[src/core/nvc_regs.vh]
// timing constants and operation codes for the backed-sram host controller
`ifndef NVC_REGS_VH
`define NVC_REGS_VH

// controller clock period
`define NVC_CLK_NS 8

// pin timing, in nanoseconds
`define NVC_T_SETUP_NS 5
`define NVC_T_STORE_INIT_NS 20
`define NVC_T_RECALL_INIT_NS 20
`define NVC_T_ACCESS_NS 45
`define NVC_T_WRITE_PULSE_NS 30
`define NVC_T_STORE_CYCLE_NS 10000000
`define NVC_T_RECALL_CYCLE_NS 20000
`define NVC_T_RESTORE_NS 550000

// least times rounded up to whole 8 ns cycles, sized to the 21-bit dwell counter
`define NVC_SETUP_CYC 21'h000001
`define NVC_STORE_INIT_CYC 21'h000003
`define NVC_RECALL_INIT_CYC 21'h000003
`define NVC_ACCESS_CYC 21'h000006
`define NVC_WRITE_PULSE_CYC 21'h000004
// longest device times in whole 8 ns cycles (all divide exactly)
`define NVC_STORE_CYCLE_CYC 21'h1312D0
`define NVC_RECALL_CYCLE_CYC 21'h0009C4
`define NVC_RESTORE_CYC 21'h010C8E

// synchroniser depth on pin inputs
`define NVC_SYNC_CYC 21'h000002

// command codes on cmd_op
`define NVC_OP_READ 2'h0
`define NVC_OP_WRITE 2'h1
`define NVC_OP_STORE 2'h2
`define NVC_OP_RECALL 2'h3

`endif

[src/core/nvc_host_ctrl.v]
// host-side sequencer driving a byte-wide sram with nonvolatile backup copy
//
// Functional notes
// - hold store initiation (select, strobe, enable low, gate high) at least 20 ns.
// - any of enable, gate, strobe or select may end save initiation.
// - recall combination may start a restore; never produced during a save.
// - strobe stays high through reads and low through the write pulse.
// - backup enable stays high through every ordinary read or write.
// - gate raised at least 5 ns before backup enable falls in a save.
`default_nettype none
`include "nvc_regs.vh"

module nvc_host_ctrl
#(
   parameter ADDR_W = 13,
   parameter DATA_W = 8,
   parameter [20:0] STORE_WAIT = `NVC_STORE_CYCLE_CYC,
   parameter [20:0] RECALL_WAIT = `NVC_RECALL_CYCLE_CYC,
   parameter [20:0] RESTORE_WAIT = `NVC_RESTORE_CYC
)
(
   input wire ref_clk,
   input wire reset,
   // user command side
   input wire cmd_valid,
   input wire [1:0] cmd_op,
   input wire [ADDR_W-1:0] cmd_addr,
   input wire [DATA_W-1:0] cmd_wdata,
   output wire cmd_ready,
   output reg rsp_valid,
   output reg [DATA_W-1:0] rsp_rdata,
   output reg rsp_refused,
   output wire powerup_done,
   // supply monitors, asynchronous levels
   input wire vcc_above_4v25,
   input wire vcc_above_4v0,
   // device pins
   output reg chip_sel_n,
   output reg write_strobe_n,
   output reg out_gate_n,
   output reg backup_op_enable_n,
   output reg [ADDR_W-1:0] byte_address,
   input wire [DATA_W-1:0] data_pins_in,
   output reg [DATA_W-1:0] data_pins_out,
   output reg data_pins_oe
);

   // =====================================================================
   // states and derived counts
   localparam [11:0] ST_BOOT = 12'h001;
   localparam [11:0] ST_IDLE = 12'h002;
   localparam [11:0] ST_RD = 12'h004;
   localparam [11:0] ST_WR_SETUP = 12'h008;
   localparam [11:0] ST_WR = 12'h010;
   localparam [11:0] ST_WR_END = 12'h020;
   localparam [11:0] ST_SV_NE = 12'h040;
   localparam [11:0] ST_SV_W = 12'h080;
   localparam [11:0] ST_HOLD = 12'h100;
   localparam [11:0] ST_RC_NE = 12'h200;
   localparam [11:0] ST_RC_G = 12'h400;
   localparam [11:0] ST_NV_WAIT = 12'h800;

   localparam [20:0] SETUP_LIM = `NVC_SETUP_CYC - 21'h000001;
   localparam [20:0] SV_INIT_LIM = `NVC_STORE_INIT_CYC - 21'h000001;
   localparam [20:0] RC_INIT_LIM = `NVC_RECALL_INIT_CYC - 21'h000001;
   // read data passes the pin synchroniser, so wait its depth on top
   localparam [20:0] READ_LIM = `NVC_ACCESS_CYC + `NVC_SYNC_CYC - 21'h000001;
   localparam [20:0] WP_LIM = `NVC_WRITE_PULSE_CYC - 21'h000001;

   reg [11:0] state;
   reg [20:0] cnt;
   reg [20:0] cur_limit;
   reg is_store;
   reg [DATA_W-1:0] wdata;
   reg vhi_meta;
   reg vhi_sync;
   reg vlo_meta;
   reg vlo_sync;
   reg [DATA_W-1:0] din_meta;
   reg [DATA_W-1:0] din_sync;
   wire cnt_done;

   // =====================================================================
   // pin input synchronisers
   always @(posedge ref_clk or posedge reset)
   begin
      if (reset)
      begin
         vhi_meta <= 1'b0;
         vhi_sync <= 1'b0;
         vlo_meta <= 1'b0;
         vlo_sync <= 1'b0;
         din_meta <= {DATA_W{1'b0}};
         din_sync <= {DATA_W{1'b0}};
      end
      else
      begin
         vhi_meta <= vcc_above_4v25;
         vhi_sync <= vhi_meta;
         vlo_meta <= vcc_above_4v0;
         vlo_sync <= vlo_meta;
         din_meta <= data_pins_in;
         din_sync <= din_meta;
      end
   end

   // =====================================================================
   // per-state dwell, counted as last index
   always @*
   begin
      case (state)
         ST_BOOT: cur_limit = RESTORE_WAIT - 21'h000001;
         ST_RD: cur_limit = READ_LIM;
         ST_WR: cur_limit = WP_LIM;
         ST_SV_NE: cur_limit = SETUP_LIM;
         ST_SV_W: cur_limit = SETUP_LIM;
         ST_RC_NE: cur_limit = SETUP_LIM;
         ST_RC_G: cur_limit = SETUP_LIM;
         ST_HOLD: cur_limit = is_store ? SV_INIT_LIM : RC_INIT_LIM;
         ST_NV_WAIT: cur_limit = is_store ? STORE_WAIT - 21'h000001 : RECALL_WAIT - 21'h000001;
         default: cur_limit = 21'h000000;
      endcase
   end

   assign cnt_done = (cnt == cur_limit);
   assign cmd_ready = (state == ST_IDLE);
   assign powerup_done = (state != ST_BOOT);

   // =====================================================================
   // main sequencer; pin outputs are registered so they never glitch
   always @(posedge ref_clk or posedge reset)
   begin
      if (reset)
      begin
         state <= ST_BOOT;
         cnt <= 21'h000000;
         is_store <= 1'b0;
         wdata <= {DATA_W{1'b0}};
         rsp_valid <= 1'b0;
         rsp_rdata <= {DATA_W{1'b0}};
         rsp_refused <= 1'b0;
         chip_sel_n <= 1'b1;
         write_strobe_n <= 1'b1;
         out_gate_n <= 1'b1;
         backup_op_enable_n <= 1'b1;
         byte_address <= {ADDR_W{1'b0}};
         data_pins_out <= {DATA_W{1'b0}};
         data_pins_oe <= 1'b0;
      end
      else
      begin
         rsp_valid <= 1'b0;
         cnt <= cnt_done ? 21'h000000 : cnt + 21'h000001;
         case (state)
            // wait out the power-up restore once the supply is above 4.25 V
            ST_BOOT:
            begin
               if (!vhi_sync)
                  cnt <= 21'h000000;
               else if (cnt_done)
                  state <= ST_IDLE;
            end
            // deselected: select high, everything else idle
            ST_IDLE:
            begin
               cnt <= 21'h000000;
               rsp_refused <= 1'b0;
               if (cmd_valid)
               begin
                  byte_address <= cmd_addr;
                  wdata <= cmd_wdata;
                  is_store <= (cmd_op == `NVC_OP_STORE);
                  case (cmd_op)
                     `NVC_OP_READ:
                     begin
                        chip_sel_n <= 1'b0;
                        out_gate_n <= 1'b0;
                        state <= ST_RD;
                     end
                     `NVC_OP_WRITE:
                     begin
                        // strobe first so the device never drives into us
                        write_strobe_n <= 1'b0;
                        state <= ST_WR_SETUP;
                     end
                     `NVC_OP_STORE:
                     begin
                        if (vlo_sync)
                        begin
                           chip_sel_n <= 1'b0;
                           state <= ST_SV_NE;
                        end
                        else
                        begin
                           rsp_valid <= 1'b1;
                           rsp_refused <= 1'b1;
                        end
                     end
                     default:
                     begin
                        chip_sel_n <= 1'b0;
                        state <= ST_RC_NE;
                     end
                  endcase
               end
            end
            // read: sample through the synchroniser after access time
            ST_RD:
            begin
               if (cnt_done)
               begin
                  rsp_rdata <= din_sync;
                  rsp_valid <= 1'b1;
                  chip_sel_n <= 1'b1;
                  out_gate_n <= 1'b1;
                  state <= ST_IDLE;
               end
            end
            ST_WR_SETUP:
            begin
               chip_sel_n <= 1'b0;
               data_pins_out <= wdata;
               data_pins_oe <= 1'b1;
               cnt <= 21'h000000;
               state <= ST_WR;
            end
            ST_WR:
            begin
               if (cnt_done)
               begin
                  write_strobe_n <= 1'b1;
                  chip_sel_n <= 1'b1;
                  state <= ST_WR_END;
               end
            end
            // data held one cycle past the strobe edge, then released
            ST_WR_END:
            begin
               data_pins_oe <= 1'b0;
               rsp_valid <= 1'b1;
               state <= ST_IDLE;
            end
            // gate is already high; enable falls only after the setup time
            ST_SV_NE:
            begin
               if (cnt_done)
               begin
                  backup_op_enable_n <= 1'b0;
                  state <= ST_SV_W;
               end
            end
            // strobe falls last, going from no-op straight to save
            ST_SV_W:
            begin
               if (cnt_done)
               begin
                  write_strobe_n <= 1'b0;
                  state <= ST_HOLD;
               end
            end
            ST_RC_NE:
            begin
               if (cnt_done)
               begin
                  backup_op_enable_n <= 1'b0;
                  state <= ST_RC_G;
               end
            end
            ST_RC_G:
            begin
               if (cnt_done)
               begin
                  out_gate_n <= 1'b0;
                  state <= ST_HOLD;
               end
            end
            // hold initiation, then release all pins together to end it
            ST_HOLD:
            begin
               if (cnt_done)
               begin
                  chip_sel_n <= 1'b1;
                  write_strobe_n <= 1'b1;
                  out_gate_n <= 1'b1;
                  backup_op_enable_n <= 1'b1;
                  state <= ST_NV_WAIT;
               end
            end
            // the device completes on its own; we only keep off it
            ST_NV_WAIT:
            begin
               if (cnt_done)
               begin
                  rsp_valid <= 1'b1;
                  state <= ST_IDLE;
               end
            end
            default:
            begin
               state <= ST_IDLE;
            end
         endcase
      end
   end

endmodule
`default_nettype wire

[config.mk]
export PLATFORM = sky130hd
export DESIGN_NAME = nvc_host_ctrl
export DESIGN_NICKNAME = d
export VERILOG_FILES = /design/src/core/nvc_host_ctrl.v
export VERILOG_INCLUDE_DIRS = /design/src /design/src/core
export SDC_FILE = /design/constraint.sdc
export NUM_CORES = 1
export LEC_CHECK = 0
export BUFFER_PORTS_ARGS = -buffer_cell sky130_fd_sc_hd__buf_2
export CORE_MARGIN = 5
export CORE_UTILIZATION = 56
export CTS_BUF_LIST = sky130_fd_sc_hd__clkbuf_8 sky130_fd_sc_hd__clkbuf_16
export DETAILED_ROUTE_END_ITERATION = 7
export HOLD_SLACK_MARGIN = 0.05
export PLACE_DENSITY_LB_ADDON = 0.2
export SKIP_CTS_REPAIR_TIMING = 1
export SLEW_MARGIN = 5
export SYNTH_ARGS = -nofsm -noshare
export SYNTH_HDL_FRONTEND = slang
export SYNTH_SLANG_ARGS = --single-unit
[constraint.sdc]
create_clock -name ref_clk -period 3.4 [get_ports ref_clk]
set_input_delay 0.34 -clock ref_clk [delete_from_list [all_inputs] [get_ports ref_clk]]
set_output_delay 0.34 -clock ref_clk [all_outputs]
set_load 0.01 [all_outputs]
## Word-level counts from Yosys, hierarchy flattened

Index checks and enable logic that the tools add are counted.

- Reductions and logical operators: 20
- Multiplexer cells: 35
- Eq/ne operators: 33
- Add/subtract/negate cells: 1

Operators by type and width:

| operator | count |
|---|---|
| 2-to-1 mux 12 bit | 9 |
| one-hot mux 12 bit (9 select lines) | 1 |
| one-hot mux 21 bit (5 select lines) | 1 |
| 2-to-1 mux 21 bit | 3 |
| one-hot mux 21 bit (2 select lines) | 1 |
| one-hot mux 12 bit (3 select lines) | 1 |
| adder 21 x 1 -> 21 bit, second input constant | 1 |
| equality test 21 bit | 1 |
| inequality test 2 bit, second input constant | 9 |
| AND reduction 5 bit | 3 |
| inequality test 2 x 1 -> 1 bit, second input constant | 7 |
| equality test 12 x 1 -> 1 bit, second input constant | 1 |
| equality test 12 x 10 -> 1 bit, second input constant | 1 |
| equality test 12 x 11 -> 1 bit, second input constant | 1 |
| equality test 12 bit, second input constant | 1 |
| equality test 12 x 2 -> 1 bit, second input constant | 1 |
| equality test 12 x 3 -> 1 bit, second input constant | 1 |
| equality test 12 x 4 -> 1 bit, second input constant | 1 |
| equality test 12 x 5 -> 1 bit, second input constant | 1 |
| equality test 12 x 6 -> 1 bit, second input constant | 1 |
| equality test 12 x 7 -> 1 bit, second input constant | 1 |
| equality test 12 x 8 -> 1 bit, second input constant | 1 |
| equality test 12 x 9 -> 1 bit, second input constant | 1 |
| 2-to-1 mux 1 bit | 12 |
| other kinds (14) | 28 |

- Bits in registers: 98
- Output and inout port bits: 38
- Input bits: 36
- Logic and storage cells: 109

## Logic depth before layout (Yosys ltp)

Gate-level depths: netlist of run 1.

- Word-level depth: 6
- Depth in mapped cells: 13
- Mapped depth without buffers: 9

## Least setup slack after synthesis of run 1

No wires, ideal clock.

- Kind: flip-flop to flip-flop
- Start: reg state[6]
- End: reg state[6]
- Required time: 3.275 ns
- Setup slack: 0.381 ns
- Period minus slack after synthesis: 3.019 ns
- Cell stages (with the launch flop): 10
- Library setup time: 0.125 ns
- Arrival time: 2.894 ns
- Path buffers: 1
- Cells stage by stage: dfrtp_1 > or4_1 > or4_4 > nor3b_1 > a21oi_2 > a211oi_2 > and2_1 > buf_6 > o21ai_1 > mux2_2

- Longest elaborated chain between the ends: 6
- Elaborated cells on any way between the ends: 27

Ends and longest elaborated chain:

| what | RTL line | text |
|---|---|---|
| start, declared | nvc_host_ctrl.v:70 | `reg [11:0] state;` |
| start signal, assigned | nvc_host_ctrl.v:135 | `state <= ST_BOOT;` |
| start signal, assigned | nvc_host_ctrl.v:161 | `state <= ST_IDLE;` |
| start signal, assigned | nvc_host_ctrl.v:178 | `state <= ST_RD;` |
| equality test 12 bit (tied with other cells) | nvc_host_ctrl.v:111, nvc_host_ctrl.v:154 |  |
| one-hot mux 21 bit (5 select lines) | nvc_host_ctrl.v:111 | `case (state)` |
| equality test 21 bit | nvc_host_ctrl.v:125 | `assign cnt_done = (cnt == cur_limit);` |
| 2-to-1 mux 12 bit (2 in a row) | -- |  |
| one-hot mux 12 bit (9 select lines) | nvc_host_ctrl.v:154 | `case (state)` |

Several ways; a longest one is shown, not always the timed one. The select of a mux whose other input is x is not followed.
A chain may end at the register's enable or synchronous reset.

## Final worst setup path of run 1

- Start: reg state[7]
- End: reg rsp_rdata[1]

- Longest elaborated chain between the ends: 4
- Elaborated cells on any way between the ends: 8

Ends and longest elaborated chain:

| what | RTL line | text |
|---|---|---|
| equality test 12 bit (tied with other cells) | nvc_host_ctrl.v:111 |  |
| one-hot mux 21 bit (5 select lines) | nvc_host_ctrl.v:111 |  |
| equality test 21 bit | nvc_host_ctrl.v:125 |  |
| AND reduction 2 bit (no line) (*) | -- |  |
| end signal, assigned | nvc_host_ctrl.v:140 | `rsp_rdata <= {DATA_W{1'b0}};` |
| end signal, assigned | nvc_host_ctrl.v:212 | `rsp_rdata <= din_sync;` |
| end, declared | nvc_host_ctrl.v:31 | `output reg [DATA_W-1:0] rsp_rdata,` |

Mark *: on every way between the ends. The rest lies on a longest branch, timed or not.

==> key figures, run 1 <==
Worst setup path
  • Required @ worst endpoint: about 3.6 ns
  • Slowest CP cell: or4_1
  • CP endpoint kind: register
  • CP delay by family, top: simple AND/OR/NAND/NOR gates
  • CP peak stage delay: 0.60 ns
  • Reg-to-reg critical path endpoint: rsp_rdata[1]
  • Critical path data arrival time: approximately 3.4 ns
  • Crit path buf inv count: 0
  • R2R depth: 8
  • Reg2Reg Setup Slack: 0.26 ns
  • Reg2reg start: state[7]
  • Worst Path Max Fanout: 8
  • Critical Path, Cell by Cell: or4_1 -> or4_4 -> a211oi_1 -> o21ai_0 -> a211oi_2 -> and2_4 -> nand2_2 -> mux2_2
  • Crit start category: register
  • WS Path Type: reg -> reg

Final layout
  • Antenna Cells: 0
  • Area delta synth->final: 18.74%
  • Share of layout cells above drive strength 1: 0.3522
  • FILL cells: about 560
  • Post-Layout Inst Area: 0.005051 mm2
  • Finished Core Util: 0.6890
  • Nets@finish: 492

Global route
  • First-pass GRT wire length: 15430 um
  • Gr busiest metal: met2
  • Initial antenna violation count: 0
  • Number of global-route vias before repair: 3135
  • Grt ovf: 0
  • GRT Total Usage: 0.2010
  • Met3 Use GR: 0.05815
  • Met1 GRT Util: 0.2779
  • Met2 Use GR: 0.2994
  • Largest net degree at the start of global routing: 78

Synthesis
  • Main synth FF type: dfrtp_1
  • Syn nets: 403
  • Async set-reset flop share out of synthesis: 1.000
  • Mapped Area: 0.004254 mm2
  • Synth warn: 0
  • Gate Count Post-Synth: about 370
  • Area share of the largest cell type after synthesis: 0.5471
  • Synth cell count leaders: dfrtp_1, mux2_2, nor2_1
  • Count leader, synth: dfrtp_1
  • Number of enable flip-flop cells after synthesis: 0
  • Syn avg cell area: 11.62 um2
  • Post-synthesis sequential area ratio: 0.5779
  • Area leader, netlist: dfrtp_1
  • #FFs+latches synth: 98
  • Post-synthesis cell type count: 52
  • Area contributors post-synth: dfrtp_1, mux2_2, nor2_1

STA
  • Max-slew headroom: 0.3979
  • Hold Slack: roughly 0.076 ns
  • Post-route minimum period: 3.139 ns
  • Final Hold Viols: 0
  • Endpoints failing setup: 0
  • Crit share post-route: 0.9233
  • Max Freq: around 320 MHz
  • RSZ-0062 raised after global routing: false
  • Final Skew: 0.01266 ns
  • Post-Route Setup TNS: 0 ns
  • Max Slew Vio Count: 0
  • Worst Tran Pin Value: 0.9031 ns

Route
  • Vias/cell: approximately 5.5
  • DR iter-0 viols: about 210
  • Routed Antenna Nets: 0
  • Routed wire per std cell: 16.13 um
  • DRT Pass-1 Iters: 5
  • Remaining DRCs: 0
  • Vias: 3090
  • WL final: between 9000 and 10000 um

Clocking
  • Sink Count: slightly below 100
  • H-Tree Depth: 3
  • Max clock buf depth: 2
  • CTS tree: yes
  • Total CTS buffers: 9
  • Clk slew on worst S/H paths: ~0.09 ns
  • Worst skew pair latency: ~0.36 ns
  • CTS root buffer: clkbuf_8

Floorplan
  • Core area: between 0.007 and 0.008 mm2
  • Die area: ~0.0094 mm2
  • Initial Utilization: 0.5803
  • Die height: 97.16 um
  • Cell Rows: 31
  • IO Count: 74
  • Die width: between 90 and 100 um

Placed design
  • PortBufs: 73
  • DP Area: 0.004810 mm2
  • DPL Wire Length: roughly 6600 um
  • Routability cong.: 0.9108

Hold path
  • Path category of the worst min-delay check: in -> reg
  • Endpoint of the worst hold path: din_meta[0]
  • Hold Path Cell Cnt: 1
  • Hold Startpoint: data_pins_in[0]

Pwr
  • Leakage: about 2.3 nW
  • Max IR drop VDD: ~470 uV
  • PwrDens: between 700 and 800 mW/mm2

Job
  • Max Cap Violations: 0

Run status
  • Status: completed
==> worst max path at each step <==
| stage | start | endpoint | slack, ns | cells after the start |
|---|---|---|---|---|
| 5_1_grt | state[7] | write_strobe_n | 0.04 | 9 |
| 3_5_place_dp | state[7] | rsp_rdata[1] | 0.16 | 8 |
| 2_1_floorplan | state[6] | state[6] | 0.38 | 9 |
| 3_3_place_gp | state[7] | rsp_rdata[6] | 0.24 | 8 |
| 4_1_cts | state[7] | rsp_rdata[1] | 0.12 | 8 |
| 6_report | state[7] | rsp_rdata[1] | 0.26 | 8 |
==> per-layer routing <==
layer / part of all wire / wire (um)
met5: 0 / 0
met4: 0.017 / 156
met3: 0.071 / 639
met2: 0.46 / 4172
met1: 0.45 / 4051
==> flip-flops by register name (all words and copies together), names as in the netlist, 8 cells and up <==
| register | count |
|---|---|
| cnt | 21 |
| byte_address | 13 |
| state | 12 |
| data_pins_out | 8 |
| din_meta | 8 |
| din_sync | 8 |
| rsp_rdata | 8 |
| wdata | 8 |
==> final cells by class <==
class	count	area [um2]	area share
clock inverters	7	115.1	0.02279
clock buffers	9	123.9	0.02452
repair buffers	91	500.5	0.09908
multi-input cells	244	1685	0.3337
well taps	99	123.9	0.02452
inverters	11	43.79	0.008670
flip-flops and latches	98	2459	0.4867
==> stage by stage <==
step | power, W | worst slack, ns | instances
after CTS | 0.004053 | 0.1245 | 559
final | 0.004034 | 0.2608 | 559
after detailed placement | 0.003167 | 0.1650 | 543
after global placement | 0.003110 | 0.2448 | 543
after global routing | 0.004275 | 0.04016 | 559
after floorplan | 0.002612 | 0.3811 | 366
==> where the power goes <==
part           internal [W]  leakage (nW)  switching, W
combinational      0.000709         0.992      0.000795
clock              0.000489         0.127      0.000389
sequential          0.00148          1.23      0.000171
total               0.00268          2.35       0.00135
==> cells by family after synthesis <==
group	count (synthesis)	synth area share
xor gates and xnor gates	24	0.04941
and+or+nand+nor	142	0.1788
buffers and inverters	24	0.02794
DFF	98	0.5779
AOI/OAI and AO/OA	36	0.05530
muxes	41	0.1076
adders and majority gates	1	0.002941
==> layout by cell type (no fill, tap or decap), types with 2 or more instances in the layout <==
| master | synthesis | final |
|---|---|---|
| dfrtp_1 | 93 | 93 |
| buf_2 | 1 | 73 |
| mux2_2 | 38 | 38 |
| nor2_1 | 36 | 36 |
| nand2_1 | 23 | 23 |
| buf_4 | 1 | 18 |
| xor2_1 | 14 | 14 |
| nand3_1 | 13 | 13 |
| inv_1 | 11 | 12 |
| nor3_1 | 10 | 10 |
| nand4_1 | 10 | 10 |
| xnor2_1 | 10 | 10 |
| a21oi_1 | 9 | 9 |
| clkbuf_8 | 0 | 9 |
| nor4_1 | 9 | 8 |
| o21ai_0 | 8 | 8 |
| nor4b_1 | 5 | 5 |
| dfstp_2 | 5 | 5 |
| nand2b_1 | 4 | 4 |
| or3_1 | 4 | 4 |
| and3_1 | 4 | 4 |
| or4_4 | 3 | 3 |
| and2_1 | 4 | 3 |
| a211oi_1 | 3 | 3 |
| mux2i_1 | 3 | 3 |
| o21a_1 | 3 | 3 |
| nor2b_1 | 3 | 3 |
| bufinv_16 | 0 | 3 |
| or4_1 | 2 | 2 |
| or4b_2 | 2 | 2 |
| nand4b_1 | 2 | 2 |
| nand3b_1 | 2 | 2 |
| or2_2 | 2 | 2 |
| o31ai_1 | 2 | 2 |
| inv_6 | 0 | 2 |
No activity file was read; power rests on OpenSTA's default activity.
==> run 2: changes to the inputs <==
--- a/config.mk
+++ b/config.mk
@@ -6,6 +6,7 @@
 export SDC_FILE = /design/constraint.sdc
 export NUM_CORES = 1
 export LEC_CHECK = 0
+export ABC_AREA = 1
 export BUFFER_PORTS_ARGS = -buffer_cell sky130_fd_sc_hd__buf_2
 export CORE_MARGIN = 5
 export CORE_UTILIZATION = 56
==> key figures, run 2 <==
Final layout
  • Final cell count without fillers: 719 (+29%)
  • Largest regs: cnt (21), byte_address (13), state (12)
  • Commonest non-fill, non-tap cell in the layout: nand2_1
  • FF/Latch Area: 0.002459 mm2 (unchanged)
  • Multi-input logic area: 0.001637 mm2 (-2.9%)
  • Antenna Cells: 0 (unchanged)
  • Reg with most FFs: cnt
  • Max FFs per register: 21 (unchanged)
  • Share of layout cells above drive strength 1: 0.1929 (-0.1593)
  • Area delta synth->final: 15.42%
  • Post-Layout Inst Area: 0.005086 mm2 (+0.69%)
  • FILL cells: 660 (+18%)
  • Most frequent cells in the layout: nand2_1, dfrtp_1, buf_2
  • Nets@finish: 649 (+32%)

Synthesis
  • Mapped Area: 0.004407 mm2 (+3.6%)
  • Synth cell count leaders: nand2_1, dfrtp_1, inv_1
  • Area share of the largest cell type after synthesis: 0.5281 (-0.01895)
  • Count leader, synth: nand2_1
  • #FFs+latches synth: 98 (unchanged)
  • Area contributors post-synth: dfrtp_1, nand2_1, inv_1
  • Async set-reset flop share out of synthesis: 1.000 (unchanged)
  • Post-synthesis sequential area ratio: 0.5579 (-0.02002)
  • Syn nets: 569 (+41%)
  • Main synth FF type: dfrtp_1
  • Gate Count Post-Synth: 532 (+45%)
  • Area leader, netlist: dfrtp_1
  • Number of enable flip-flop cells after synthesis: 0 (unchanged)
  • Post-synthesis cell type count: 33 (-37%)
  • Synth warn: 0 (unchanged)
  • Syn avg cell area: 8.283 um2 (-29%)

Global route
  • Number of global-route vias before repair: 3793 (+21%)
  • GRT Total Usage: 0.2134 (+0.01239)
  • Initial antenna violation count: 0 (unchanged)
  • First-pass GRT wire length: 17020 um (+10%)
  • Grt ovf: 0 (unchanged)
  • Largest net degree at the start of global routing: 89 (+14%)

Worst setup path
  • Required @ worst endpoint: 3.64 ns (about the same)
  • R2R depth: 15 (+7)
  • Reg2reg start: state[10]
  • Reg-to-reg critical path endpoint: state[4]
  • Crit start category: register
  • Worst Path Max Fanout: 12 (+4)
  • WS Path Type: reg -> reg
  • CP endpoint kind: register
  • Reg2Reg Setup Slack: 0.57 ns (+0.31 ns)
  • Critical path data arrival time: 3.07 ns (-0.31 ns)

Job
  • Max Cap Violations: 0 (unchanged)

Route
  • Remaining DRCs: 0 (unchanged)
  • Vias: 3762 (+22%)
  • WL final: 9818 um (+8.9%)
  • Routed Antenna Nets: 0 (unchanged)
  • Routed wire per std cell: 13.66 um (-15%)
  • DR iter-0 viols: 167 (-19%)
  • Vias/cell: 5.232 (-5.3%)
  • DRT Pass-1 Iters: 4 (-1)

STA
  • Final Skew: 0.01160 ns (-0.001056 ns)
  • Final Hold Viols: 0 (unchanged)
  • Post-Route Setup TNS: 0 ns (unchanged)
  • Max Slew Vio Count: 0 (unchanged)
  • Endpoints failing setup: 0 (unchanged)
  • Post-route minimum period: 2.831 ns (-0.3085 ns)
  • Max Freq: 353.3 MHz (+11%)
  • Max-slew headroom: 0.3042 (-0.09374)
  • Worst Tran Pin Value: 1.044 ns (+0.1406 ns)
  • Crit share post-route: 0.8326 (-0.09074)
  • RSZ-0062 raised after global routing: false

Hold path
  • Hold Startpoint: data_pins_in[0]
  • Path category of the worst min-delay check: in -> reg
  • Endpoint of the worst hold path: din_meta[0]
  • Hold Path Cell Cnt: 1 (unchanged)

Floorplan
  • Die area: 0.009744 mm2 (+3.2%)
  • Cell Rows: 32 (+3.2%)
  • Die width: 98.71 um (+1.6%)
  • Core area: 0.007687 mm2 (+4.9%)
  • IO Count: 74 (unchanged)
  • Initial Utilization: 0.5732 (-0.007062)
  • Die height: 98.71 um (+1.6%)

Clocking
  • CTS tree: yes
  • Clk slew on worst S/H paths: 0.11 ns (+0.02 ns)
  • Worst skew pair latency: 0.37 ns (about the same)
  • Max clock buf depth: 2 (unchanged)
  • CTS root buffer: clkbuf_8
  • Sink Count: 98 (unchanged)
  • H-Tree Depth: 3 (unchanged)
  • Total CTS buffers: 9 (unchanged)

Pwr
  • Max IR drop VDD: 507.5 uV (+8.5%)
  • Leakage: 2.702 nW (+15%)
  • PwrDens: 814.3 mW/mm2 (+2.0%)

Placed design
  • Routability cong.: 0.8859 (-2.7%)
  • DP Area: 0.004883 mm2 (+1.5%)
  • DPL Wire Length: 7328 um (+10%)
  • Placed insts: 702 (+29%)
  • PortBufs: 73 (unchanged)

Run status
  • Status: completed
## run 2: cell families after synthesis
family | synth area share
AOI/OAI and AO/OA | 0.05679
adders and majority gates | 0.002839
DFF | 0.5579
buffers and inverters | 0.07127
xor gates and xnor gates | 0.01391
and+or+nand+nor | 0.2973
## run 2: cell type report
class	count	area share
Clock buffer	10	0.02706
Clock inverter	6	0.01082
Inverter	70	0.05215
Multi-Input combinational cell	355	0.3218
Sequential cell	98	0.4834
Tap cell	102	0.02509
Timing Repair Buffer	78	0.07970
## run 2: power by group
group / internal (W) / total [W] / switching (W)
Sequential: 0.00147 / 0.00163 / 0.000158
Clock: 0.000302 / 0.000738 / 0.000436
Combinational: 0.000540 / 0.00177 / 0.00123
Total: 0.00232 / 0.00414 / 0.00183
## run 2: how the worst max path moves through the flow
| stage | from | endpoint | depth (start not counted) |
|---|---|---|---|
| final | state[10] | state[4] | 15 |
| after global routing | state[2] | state[4] | 15 |
| after CTS | state[10] | state[4] | 15 |
| after detailed placement | state[10] | state[4] | 15 |
| after global placement | state[10] | state[4] | 15 |
| after floorplan | reset | byte_address[0] | 1 |
## run 2: critical path, cell delays in order, from the launching register on
cell and delay [ns]:
dfrtp_1 0.41, inv_1 0.08, nand2_1 0.06, nor2_1 0.38, nand3_2 0.23, nand3_1 0.15
nor2_1 0.06, nor2_1 0.12, nand2_1 0.06, nor2_1 0.12, nand3_2 0.25, buf_4 0.28
o21ai_2 0.17, nand2_2 0.17, nand2_1 0.10, nand2_1 0.05
## run 2: per-stage QoR
stage          setup slack (ns)  power [W]  hold WS (ns)    util
2_1_floorplan            0.5062   0.002901        0.3312       -
3_5_place_dp             0.6684   0.003429        0.3365  0.6353
5_1_grt                  0.3560   0.004467       0.05102  0.6616
6_report                 0.5693   0.004142       0.07040  0.6616
4_1_cts                  0.6158   0.004166       0.05937  0.6603
3_3_place_gp             0.8437   0.003363        0.3321  0.6353
## run 2: routing by layer
| metal | GRT usage | share of wire | vias up |
|---|---|---|---|
| met2 | 0.3422 | 0.47 | 126 |
| met3 | 0.06440 | 0.081 | 19 |
| met5 | 0 | 0 | - |
| li1 | - | - | 1832 |
| met1 | 0.2818 | 0.43 | 1785 |
| met4 | 0.06408 | 0.015 | 0 |
==> run 3: changes to the inputs <==
--- a/config.mk
+++ b/config.mk
@@ -6,10 +6,10 @@
 export SDC_FILE = /design/constraint.sdc
 export NUM_CORES = 1
 export LEC_CHECK = 0
-export ABC_AREA = 1
+export ABC_AREA = 0
 export BUFFER_PORTS_ARGS = -buffer_cell sky130_fd_sc_hd__buf_2
 export CORE_MARGIN = 5
-export CORE_UTILIZATION = 56
+export CORE_UTILIZATION = 50
 export CTS_BUF_LIST = sky130_fd_sc_hd__clkbuf_8 sky130_fd_sc_hd__clkbuf_16
 export DETAILED_ROUTE_END_ITERATION = 7
 export HOLD_SLACK_MARGIN = 0.05
==> constraint.sdc (replaced) <==
create_clock -name ref_clk -period 2.5 [get_ports ref_clk]
set_input_delay 0.25 -clock ref_clk [delete_from_list [all_inputs] [get_ports ref_clk]]
set_output_delay 0.25 -clock ref_clk [all_outputs]
set_load 0.01 [all_outputs]
==> key figures, run 3 (same netlist as run 1, synthesis figures left out) <==
Run status
  • Status: finished, violations left
  • Failing checks: setup timing

Worst setup path
  • CP endpoint kind: register
  • Crit start category: register
  • Reg-to-reg critical path endpoint: rsp_rdata[1]
  • Reg2reg start: state[4]
  • Required @ worst endpoint: 2.74 ns (-0.90 ns)
  • WS Path Type: reg -> reg
  • Reg2Reg Setup Slack: -0.43 ns (-1.00 ns)
  • R2R depth: 8 (-7)
  • Worst Path Max Fanout: 8 (-4)
  • Critical path data arrival time: 3.16 ns (+0.09 ns)

Placed design
  • Routability cong.: 0.9135 (+3.1%)
  • DPL Wire Length: 7314 um (-0.19%)
  • PortBufs: 73 (unchanged)

Route
  • Routed Antenna Nets: 0 (unchanged)
  • DR iter-0 viols: 137 (-18%)
  • WL final: 10380 um (+5.7%)
  • DRT Pass-1 Iters: 4 (unchanged)
  • Routed wire per std cell: 16.66 um (+22%)
  • Remaining DRCs: 0 (unchanged)
  • Vias/cell: 5.332 (+1.9%)
  • Vias: 3322 (-12%)

Global route
  • First-pass GRT wire length: 16150 um (-5.1%)
  • Initial antenna violation count: 0 (unchanged)
  • Number of global-route vias before repair: 3305 (-13%)
  • GRT Total Usage: 0.1989 (-0.01447)
  • Grt ovf: 0 (unchanged)
  • Largest net degree at the start of global routing: 36 (-60%)

Final layout
  • Reg with most FFs: cnt
  • Largest regs: cnt (21), byte_address (13), state (12)
  • Commonest non-fill, non-tap cell in the layout: dfrtp_1
  • FILL cells: 616 (-6.7%)
  • Max FFs per register: 21 (unchanged)
  • Share of layout cells above drive strength 1: 0.4633 (+0.2705)
  • Most frequent cells in the layout: dfrtp_1, buf_2, buf_4
  • Area delta synth->final: 34.91%
  • Finished Core Util: 0.6950 (+0.03338)
  • Nets@finish: 550 (-15%)
  • Antenna Cells: 0 (unchanged)

Hold path
  • Path category of the worst min-delay check: in -> reg
  • Endpoint of the worst hold path: byte_address[1]
  • Hold Path Cell Cnt: 2 (+1)
  • Hold Startpoint: cmd_addr[1]

Clocking
  • CTS tree: yes
  • Worst skew pair latency: 0.36 ns (about the same)
  • Max clock buf depth: 2 (unchanged)
  • Clk slew on worst S/H paths: 0.11 ns (about the same)
  • H-Tree Depth: 3 (unchanged)
  • Sink Count: 98 (unchanged)
  • CTS root buffer: clkbuf_8
  • Total CTS buffers: 9 (unchanged)

Pwr
  • PwrDens: 1064 mW/mm2 (+31%)
  • Leakage: 2.655 nW (-1.8%)
  • Max IR drop VDD: 715.0 uV (+41%)
  • Pwr Total: 0.006106 W (+47%)

Floorplan
  • IO Count: 74 (unchanged)
  • Die width: 102.2 um (+3.6%)
  • Cell Rows: 33 (+3.1%)
  • Core area: 0.008258 mm2 (+7.4%)
  • Initial Utilization: 0.5152 (-0.05809)
  • Die area: 0.01045 mm2 (+7.3%)
  • Die height: 102.2 um (+3.6%)

STA
  • Worst Tran Pin Value: 0.8515 ns (-0.1922 ns)
  • Max-slew headroom: 0.4271 (+0.1229)
  • Max Slew Vio Count: 0 (unchanged)
  • Hold Slack: 0.1061 ns (+0.03565 ns)
  • RSZ-0062 raised after global routing: true
  • Crit share post-route: 1.170 (+0.3378)
  • Worst Setup Slack, final: -0.4259 ns (-0.9952 ns)
  • Post-route minimum period: 2.926 ns (+0.09518 ns)
  • Final Skew: 0.01674 ns (+0.005136 ns)
  • Max Freq: 341.8 MHz (-3.3%)
  • Final Hold Viols: 0 (unchanged)
  • Endpoints failing setup: 47 (+47)

Job
  • Max Cap Violations: 0 (unchanged)
-- run 3: worst max-delay path, stage by stage, from the launching register on --
cell      delay, ns
dfrtp_1        0.39
or4_4          0.53
or4_4          0.57
a211oi_2       0.19
o21ai_1        0.11
a211oi_2       0.30
and2_4         0.28
nand2_8        0.09
mux2_4         0.35
-- run 3: power by group --
part | total [W] | internal [W] | switching (W)
sequential | 0.00222 | 0.00201 | 0.000211
combinational | 0.00288 | 0.00147 | 0.00141
clock | 0.00101 | 0.000392 | 0.000613
total | 0.00611 | 0.00388 | 0.00223
-- run 3: stage by stage --
step	setup TNS [ns]	std cells	setup WS, ns	area, um2
finish	-15.22	623	-0.4259	5739
global route	-18.00	623	-0.4750	5739
CTS	-20.27	603	-0.5509	5334
detailed placement	-18.66	587	-0.5088	5140
global placement	-17.94	587	-0.4833	5140
floorplan	-13.33	366	-0.4209	4269
-- run 3: worst max-delay path by stage --
stage                   end     start
3_3_place_gp   rsp_rdata[4]  state[4]
2_1_floorplan        cnt[6]  state[0]
3_5_place_dp   rsp_rdata[1]  state[4]
4_1_cts        rsp_rdata[1]  state[8]
6_report       rsp_rdata[1]  state[4]
5_1_grt        rsp_rdata[1]  state[4]
-- run 3: cell type report --
type,count,area (um2),share of cell area
multi-input cells,246,1902,0.3314
clock buffers,9,123.9,0.02158
flip-flops and latches,98,2459,0.4284
repair buffers,147,1006,0.1753
well taps,105,131.4,0.02289
inverters,11,47.55,0.008284
clock inverters,7,70.07,0.01221
-- run 3: per-layer routing --
| layer | vias to the layer above | global-route usage | part of all wire | routed length [um] |
|---|---|---|---|---|
| li1 | 1588 | - | - | - |
| met4 | 0 | 0.06660 | 0.013 | 131 |
| met3 | 14 | 0.03891 | 0.046 | 482 |
| met2 | 81 | 0.3183 | 0.50 | 5187 |
| met1 | 1639 | 0.2739 | 0.44 | 4575 |
| met5 | - | 0 | 0 | 0 |
